==> src/hdl/hcb_consts.svh <==
`ifndef HCB_CONSTS_SVH
`define HCB_CONSTS_SVH
`define HCB_SFR_ADDR_SEL      8'h93
`define HCB_SFR_DATA_PORT     8'h94
`define HCB_CFG_BYTE_ZERO     7'h7f
`define HCB_CFG_BYTE_ONE      7'h7e
`define HCB_ADDR_RESET        8'h00
`define HCB_ERASED_BYTE       8'hff
`define HCB_B0_SECURITY       7
`define HCB_B0_PROG_LOCK      6
`define HCB_B0_RESET_LOCK     5
`define HCB_B0_BOOT_ROM       4
`define HCB_B0_WDOG_RESET     3
`define HCB_B0_DFLASH_HI      2
`define HCB_B0_DFLASH_LO      0
`define HCB_B1_DBO_HI         7
`define HCB_B1_DBO_LO         6
`define HCB_B1_ABO_HI         5
`define HCB_B1_ABO_LO         4
`define HCB_B1_ABO_DIS        3
`define HCB_B1_DBO_DIS        2
`define HCB_B1_P0_GPIO        1
`define HCB_B1_P23_GPIO       0
`endif

==> src/hdl/hcb_pkg.sv <==
package hcb_pkg;
   typedef logic [7:0] hcb_byte_t;
   typedef logic [6:0] hcb_config_address_select_t;
   typedef enum logic [1:0] {HCB_BO_4V5, HCB_BO_4V2, HCB_BO_2V7, HCB_BO_2V5} hcb_bo_level_e;
   typedef enum logic [2:0] {HCB_DF_RSVD, HCB_DF_32K, HCB_DF_16K, HCB_DF_8K,
                             HCB_DF_4K, HCB_DF_2K, HCB_DF_1K, HCB_DF_NONE} hcb_dflash_e;
endpackage

==> src/hdl/hcb_mem_if.sv <==
`timescale 1ns/1ps
interface hcb_mem_if;
   logic       we;
   logic [6:0] waddr;
   logic [7:0] wdata;
   logic [6:0] raddr;
   logic [7:0] rdata;
   logic       erase;
   modport ctrl (output we, output waddr, output wdata, output raddr, output erase, input rdata);
   modport mem  (input we, input waddr, input wdata, input raddr, input erase, output rdata);
endinterface // hcb_mem_if

==> src/hdl/hcb_cfg_mem.sv <==
`timescale 1ns/1ps
`include "hcb_consts.svh"
module hcb_cfg_mem (
   input  wire logic clk_i,
   hcb_mem_if.mem    mem
);
   import hcb_pkg::*;
   // Models the nonvolatile array: contents are not cleared by reset, starting erased.
   // The declaration value gives the erased start without a second process driving the array.
   hcb_byte_t cell_r [128] = '{default: `HCB_ERASED_BYTE};
   hcb_byte_t rdata_r;
   always_ff @(posedge clk_i) begin
      if (mem.erase) begin
         for (int i = 0; i < 128; i++) begin
            cell_r[i] <= `HCB_ERASED_BYTE;
         end
      end else if (mem.we) begin
         cell_r[mem.waddr] <= mem.wdata;
      end
      rdata_r <= cell_r[mem.raddr];
   end
   assign mem.rdata = rdata_r;
endmodule // hcb_cfg_mem

==> src/hdl/hcb_config_bank.sv <==
// Behaviour
// Reset-sector lock bit 5: 0 allows reset sector writes, 1 read-only.
// Boot ROM enable bit 4: 0 disables boot ROM, 1 enables it.
// Watchdog reset enable bit 3: 0 blocks watchdog resets, 1 permits.
// Data flash size code bits 2..0 decode to sizes; 111 none.
// Byte one written only in flash programming mode.
// Byte one readable at address 7Eh through the address/data pair.
// Digital brownout level bits 7..6: 4.5, 4.2, 2.7, 2.5 V.
// Analog brownout level bits 5..4 use the same encoding.
// Analog brownout disable bit 3 only acts with analog supply above 2.0V.
// Digital brownout disable bit 2: 0 enables reset, 1 disables.
// Bit 1 cleared gives port 0 and P3.6/P3.7 to external bus.
// Bit 0 cleared gives port 2 and P3.6/P3.7 to external bus.
// Configuration bits nonvolatile, changed only by programming interfaces.
// Byte zero at 7Fh, written in programming mode, read in user mode.
// Security bit blocks changes to bytes zero and one until mass erase.
// Program memory lock outranks reset-sector lock.
// Data register read returns selected byte without changing storage.
`timescale 1ns/1ps
`include "hcb_consts.svh"
module hcb_config_bank (
   input  wire logic                   clk_i,
   input  wire logic                   rstn_i,
   input  wire logic [7:0]             sfr_addr_i,
   input  wire logic [7:0]             sfr_wdata_i,
   input  wire logic                   sfr_wr_i,
   input  wire logic                   sfr_rd_i,
   output logic [7:0]                  sfr_rdata_o,
   output logic                        sfr_hit_o,
   input  wire logic                   prog_mode_i,
   input  wire logic                   mass_erase_i,
   input  wire logic                   avdd_above_2v0_i,
   output logic                        reset_sector_wr_en_o,
   output logic                        prog_mem_wr_en_o,
   output logic                        boot_rom_enable_o,
   output logic                        watchdog_reset_enable_o,
   output hcb_pkg::hcb_dflash_e        data_flash_size_code_o,
   output hcb_pkg::hcb_bo_level_e      digital_brownout_level_o,
   output hcb_pkg::hcb_bo_level_e      analog_brownout_level_o,
   output logic                        analog_brownout_rst_en_o,
   output logic                        digital_brownout_rst_en_o,
   output logic                        port0_ext_bus_o,
   output logic                        port2_ext_bus_o,
   output logic                        p3_strobes_ext_o,
   output logic                        programming_access_security_o
);
   import hcb_pkg::*;

   ////////////////////////////////////////////////////////////////////////////
   hcb_mem_if mif ();
   hcb_cfg_mem u_mem (
      .clk_i (clk_i),
      .mem   (mif)
   );

   hcb_byte_t config_address_select_r;
   hcb_byte_t config_address_select_nxt;
   hcb_byte_t hw_config_byte_zero_r;
   hcb_byte_t hw_config_byte_zero_nxt;
   hcb_byte_t hw_config_byte_one_r;
   hcb_byte_t hw_config_byte_one_nxt;
   logic      load_r;
   logic      load_nxt;
   logic [1:0] load_step_r;
   logic [1:0] load_step_nxt;

   function automatic logic is_sfr(input logic [7:0] a, input logic [7:0] target);
      is_sfr = (a == target);
   endfunction

   logic wr_sel;
   logic wr_data;
   logic locked;
   logic wr_ok;
   logic [6:0] tgt;
   assign wr_sel  = sfr_wr_i && is_sfr(sfr_addr_i, `HCB_SFR_ADDR_SEL);
   assign wr_data = sfr_wr_i && is_sfr(sfr_addr_i, `HCB_SFR_DATA_PORT);
   assign tgt     = config_address_select_r[6:0];
   // security lock
   assign locked  = !hw_config_byte_zero_r[`HCB_B0_SECURITY] &&
                    (tgt == `HCB_CFG_BYTE_ZERO || tgt == `HCB_CFG_BYTE_ONE);
   // programming mode only
   assign wr_ok   = wr_data && prog_mode_i && !locked && !load_r;

   ////////////////////////////////////////////////////////////////////////////
   // The two system bytes are shadowed after reset so outputs never wait on the array.
   always_comb begin
      config_address_select_nxt = config_address_select_r;
      hw_config_byte_zero_nxt   = hw_config_byte_zero_r;
      hw_config_byte_one_nxt    = hw_config_byte_one_r;
      load_nxt                  = load_r;
      load_step_nxt             = load_step_r;
      if (wr_sel) begin
         config_address_select_nxt = sfr_wdata_i;
      end
      if (load_r) begin
         load_step_nxt = load_step_r + 2'd1;
         if (load_step_r == 2'd1) begin
            hw_config_byte_zero_nxt = mif.rdata;
         end
         if (load_step_r == 2'd2) begin
            hw_config_byte_one_nxt = mif.rdata;
            load_nxt = 1'b0;
         end
      end else if (mass_erase_i) begin
         hw_config_byte_zero_nxt = `HCB_ERASED_BYTE;
         hw_config_byte_one_nxt  = `HCB_ERASED_BYTE;
      end else if (wr_ok && tgt == `HCB_CFG_BYTE_ZERO) begin
         hw_config_byte_zero_nxt = sfr_wdata_i;
      end else if (wr_ok && tgt == `HCB_CFG_BYTE_ONE) begin
         hw_config_byte_one_nxt = sfr_wdata_i;
      end
   end

   always_ff @(posedge clk_i) begin
      if (!rstn_i) begin
         config_address_select_r <= `HCB_ADDR_RESET;
         hw_config_byte_zero_r   <= `HCB_ERASED_BYTE;
         hw_config_byte_one_r    <= `HCB_ERASED_BYTE;
         load_r                  <= 1'b1;
         load_step_r             <= 2'd0;
      end else begin
         config_address_select_r <= config_address_select_nxt;
         hw_config_byte_zero_r   <= hw_config_byte_zero_nxt;
         hw_config_byte_one_r    <= hw_config_byte_one_nxt;
         load_r                  <= load_nxt;
         load_step_r             <= load_step_nxt;
      end
   end

   always_comb begin
      mif.erase = mass_erase_i && !load_r;
      mif.we    = wr_ok && !mass_erase_i;
      mif.waddr = tgt;
      mif.wdata = sfr_wdata_i;
      if (load_r) begin
         mif.raddr = (load_step_r == 2'd0) ? `HCB_CFG_BYTE_ZERO : `HCB_CFG_BYTE_ONE;
      end else begin
         mif.raddr = tgt;
      end
   end

   ////////////////////////////////////////////////////////////////////////////
   // Reads are combinational; the data port gives the shadow byte for 7Eh/7Fh, else the array word one cycle after addressing.
   // readback
   always_comb begin
      sfr_hit_o   = is_sfr(sfr_addr_i, `HCB_SFR_ADDR_SEL) || is_sfr(sfr_addr_i, `HCB_SFR_DATA_PORT);
      sfr_rdata_o = 8'h00;
      if (sfr_rd_i && is_sfr(sfr_addr_i, `HCB_SFR_ADDR_SEL)) begin
         sfr_rdata_o = config_address_select_r;
      end else if (sfr_rd_i && is_sfr(sfr_addr_i, `HCB_SFR_DATA_PORT)) begin
         if (tgt == `HCB_CFG_BYTE_ZERO) begin
            sfr_rdata_o = hw_config_byte_zero_r;
         end else if (tgt == `HCB_CFG_BYTE_ONE) begin
            sfr_rdata_o = hw_config_byte_one_r;
         end else begin
            sfr_rdata_o = mif.rdata;
         end
      end
   end

   ////////////////////////////////////////////////////////////////////////////
   assign programming_access_security_o = hw_config_byte_zero_r[`HCB_B0_SECURITY];
   // lock priority
   assign prog_mem_wr_en_o     = !hw_config_byte_zero_r[`HCB_B0_PROG_LOCK];
   assign reset_sector_wr_en_o = !hw_config_byte_zero_r[`HCB_B0_PROG_LOCK] &&
                                 !hw_config_byte_zero_r[`HCB_B0_RESET_LOCK];
   // boot ROM
   assign boot_rom_enable_o       = hw_config_byte_zero_r[`HCB_B0_BOOT_ROM];
   // watchdog reset
   assign watchdog_reset_enable_o = hw_config_byte_zero_r[`HCB_B0_WDOG_RESET];
   // data flash size
   assign data_flash_size_code_o  = hcb_dflash_e'(hw_config_byte_zero_r[`HCB_B0_DFLASH_HI:`HCB_B0_DFLASH_LO]);
   // brownout levels
   assign digital_brownout_level_o = hcb_bo_level_e'(hw_config_byte_one_r[`HCB_B1_DBO_HI:`HCB_B1_DBO_LO]);
   assign analog_brownout_level_o  = hcb_bo_level_e'(hw_config_byte_one_r[`HCB_B1_ABO_HI:`HCB_B1_ABO_LO]);
   // analog disable gated by supply
   assign analog_brownout_rst_en_o  = !(hw_config_byte_one_r[`HCB_B1_ABO_DIS] && avdd_above_2v0_i);
   // digital disable
   assign digital_brownout_rst_en_o = !hw_config_byte_one_r[`HCB_B1_DBO_DIS];
   // port functions
   assign port0_ext_bus_o  = !hw_config_byte_one_r[`HCB_B1_P0_GPIO];
   assign port2_ext_bus_o  = !hw_config_byte_one_r[`HCB_B1_P23_GPIO];
   assign p3_strobes_ext_o = port0_ext_bus_o || port2_ext_bus_o;
endmodule // hcb_config_bank

==> config.mk <==
export PLATFORM = sky130hd
export DESIGN_NAME = hcb_config_bank
export DESIGN_NICKNAME = d
export VERILOG_FILES = /design/src/hdl/hcb_pkg.sv /design/src/hdl/hcb_mem_if.sv /design/src/hdl/hcb_cfg_mem.sv /design/src/hdl/hcb_config_bank.sv
export VERILOG_INCLUDE_DIRS = /design/src /design/src/hdl
export SDC_FILE = /design/constraint.sdc
export NUM_CORES = 2
export LEC_CHECK = 0
export ABC_AREA = 1
export BUFFER_PORTS_ARGS = -buffer_cell sky130_fd_sc_hd__clkbuf_2
export CAP_MARGIN = 20
export CORE_ASPECT_RATIO = 1.2
export CORE_MARGIN = 10
export CORE_UTILIZATION = 50
export CTS_CLUSTER_SIZE = 28
export DETAILED_ROUTE_END_ITERATION = 10
export GPL_TIMING_DRIVEN = 0
export PLACE_DENSITY = 0.71
export REMOVE_ABC_BUFFERS = 1
export SYNTH_ARGS = -nofsm -noshare
export SYNTH_HDL_FRONTEND = slang
export SYNTH_SLANG_ARGS = --single-unit
==> constraint.sdc <==
create_clock -name clk_i -period 7.4 [get_ports clk_i]
set_input_delay 1.11 -clock clk_i [delete_from_list [all_inputs] [get_ports clk_i]]
set_output_delay 1.11 -clock clk_i [all_outputs]
set_load 0.02 [all_outputs]
==> impl_metrics.tcl <==
set metrics [dict create \
    ys_warn_count 0 \
    grt_pass1_vias 38544 \
    dr.pass1.iters 8 \
    slew_headroom 0.217 \
    grt_pass1_wl_mm 220 \
    place.gp.congestion 0.867 \
    clock_sinks 1059 \
    die_h_um 376 \
    ys_ff_latch 1059 \
    cts-resized-gates 0 \
    antenna_cells 0 \
    outcome "finished, final reports clean" \
    wire_per_inst_um 19.7 \
    cts_tree "built" \
    numCtsBuffers 104 \
    avgSynthCellArea_um2 8.81 \
    synthDistinctLibCells 33 \
    h-tree-depth 3 \
    io_buffer_count 48 \
    track_usage 0.237 \
    crit_required_ps 8040 \
    finalWorstSetupSlack_ps 2620 \
    leakage_uw 0.0225 \
    antenna_found_initial 1 \
    fin_tns_setup_ps 0 \
    ys_async_sr_fraction 0 \
    drc 0 \
    synth_seq_area_share 0.594 \
    fin_nets 5865 \
    synth_area_um2 52900 \
    synthCells 6005 \
    hold_class "flip-flop to flip-flop" \
    clock_skew_ps 26.0 \
    synth-edff-count 1024 \
    drv_slew 0 \
    cap_violations 0 \
    final_design_area_no_fill_um2 58000 \
    clk_pin_slew_worst_paths_ps 70 \
    min_period_over_period 0.646 \
    finalSetupViolCount 0 \
    drive_gt1_frac 0.0749 \
    place_area_um2 54200 \
    path_class "flip-flop to flip-flop" \
    worstSkewPairLatency_ps 700 \
    dp_slack_ps 2780 \
    powerDensity_nw_per_um2 300 \
    grt_max_degree 150 \
    p_total_uw 17400 \
    holdWs_ps 481 \
    ir_drop_mv 0.276 \
    core_area_um2 105000 \
    finalWirelength_mm 144 \
    root_buffer "clkbuf_16" \
    tightestPinTransition_ps 1160 \
    end_kind "flip-flop" \
    std_cell_rows 130 \
    cts_setup_buffers 0 \
    hpwlAfterDp_mm 85.1 \
    start_kind "flip-flop" \
    ys.flop_type "edfxtp_1" \
    fp.dieW_um 317 \
    hold_viol 0 \
    ctsHoldBuffers 0 \
    ios 49 \
    critPathArrivalTime_ps 5410 \
    grt_overflow 0 \
    cts.path.max_buffers 3 \
    die-area_um2 119000 \
    ant_nets 0 \
    vias 40364 \
    start_util 0.504 \
    finalCriticalPeriod_ps 4780 \
    drt_iter0_markers 4640 \
    fillers 9013 \
    clock.fmax_ghz 0.209 \
    rsz0062_at_grt "no" \
    worstPathMaxFanout 149 \
    viasPerCell 5.52 \
    syn2layout_area_growth_pct 9.50 \
]
-- worst paths after layout --
check	from	end	slack, ps	cells after the start
max	load_r	u_mem.mem.rdata[4]	2620	13
min	config_address_select_r[7]	config_address_select_r[7]	480	2
max reg2reg	load_r	u_mem.mem.rdata[4]	2620	13
min reg2reg	config_address_select_r[7]	config_address_select_r[7]	480	2
-- sequential cells by signal (all words and copies together), names as in the netlist --
signal                   count
config_address_select_r      8
u_mem.mem.rdata              8
hw_config_byte_one_r         8
u_mem.cell_r              1024
hw_config_byte_zero_r        8
load_step_r                  2
load_r                       1
-- metrics by stage --
step / std cells / utilization
final: 7310 / 0.552
after global routing: 7310 / 0.552
after CTS: 7256 / 0.550
after detailed placement: 7065 / 0.517
after global placement: 7027 / 0.506
after floorplan: 5593 / -
-- power by group --
group | internal (µW) | switching, µW
Sequential | 6880 | 99.3
Clock | 3130 | 2340
Combinational | 1250 | 3670
Total | 11300 | 6100
-- placed cells by master (no fill, tap or decap), types with 14 or more instances in the layout --
cell type	n
nand3_1	1073
buf_2	38
buf_12	14
clkbuf_1	21
dfxtp_1	35
a21oi_1	17
clkinv_1	25
edfxtp_1	1024
nand3b_1	64
clkinv_2	14
buf_16	22
nor2_4	96
clkbuf_16	108
o21ai_0	117
clkbuf_2	53
nand2_1	2057
nor2_2	21
o21ai_1	30
inv_1	950
nor2_1	46
-- logic make-up after synthesis --
group / synth area share
AOI/OAI and AO/OA: 0.0178
adders and majority gates: 0.000709
buffers and inverters: 0.103
DFF: 0.594
and+or+nand+nor: 0.285
-- critical path, cell delays in order (launching register included) --
cell     delay, ps
dfxtp_1       1060
nand2_4        700
nand2_8        840
buf_16         540
nand2_1        100
nand2_1        100
nand2_1         60
nand3_1        130
nand3_1        140
nand3_1        220
nand3_1        300
nand2_1        160
nand2_1         60
nand2_1        100
-- layout make-up --
class,instances,area [µm²],share of cell area
repair buffers,140,1440,0.0249
inverters,972,3700,0.0639
clock inverters,61,666,0.0115
flip-flops and latches,1059,31500,0.543
clock buffers,130,2800,0.0482
multi-input cells,3562,16200,0.279
well taps,1386,1730,0.0299
-- cell usage after synthesis, types with 6 or more instances --
library cell | instances | share of area
nand2_1 | 2068 | 0.15
nand3_1 | 1073 | 0.10
edfxtp_1 | 1024 | 0.58
inv_1 | 960 | 0.068
clkbuf_1 | 222 | 0.016
o21ai_0 | 117 | 0.011
buf_2 | 109 | 0.010
nor2_4 | 92 | 0.020
nand3b_1 | 64 | 0.0091
buf_1 | 58 | 0.0041
nor2_1 | 49 | 0.0035
dfxtp_1 | 35 | 0.013
o21ai_1 | 30 | 0.0028
nor2_2 | 22 | 0.0026
buf_4 | 18 | 0.0026
a21oi_1 | 17 | 0.0016
inv_2 | 9 | 0.00064
a22oi_1 | 8 | 0.0011
o211ai_1 | 6 | 0.00085
-- per-layer routing --
| metal | GRT usage | wire length (µm) |
|---|---|---|
| met5 | 0 | 0 |
| met4 | 0.112 | 6840 |
| met3 | 0.0417 | 13700 |
| met2 | 0.400 | 70300 |
| met1 | 0.291 | 53200 |
No activity file was read; power rests on OpenSTA's default activity.
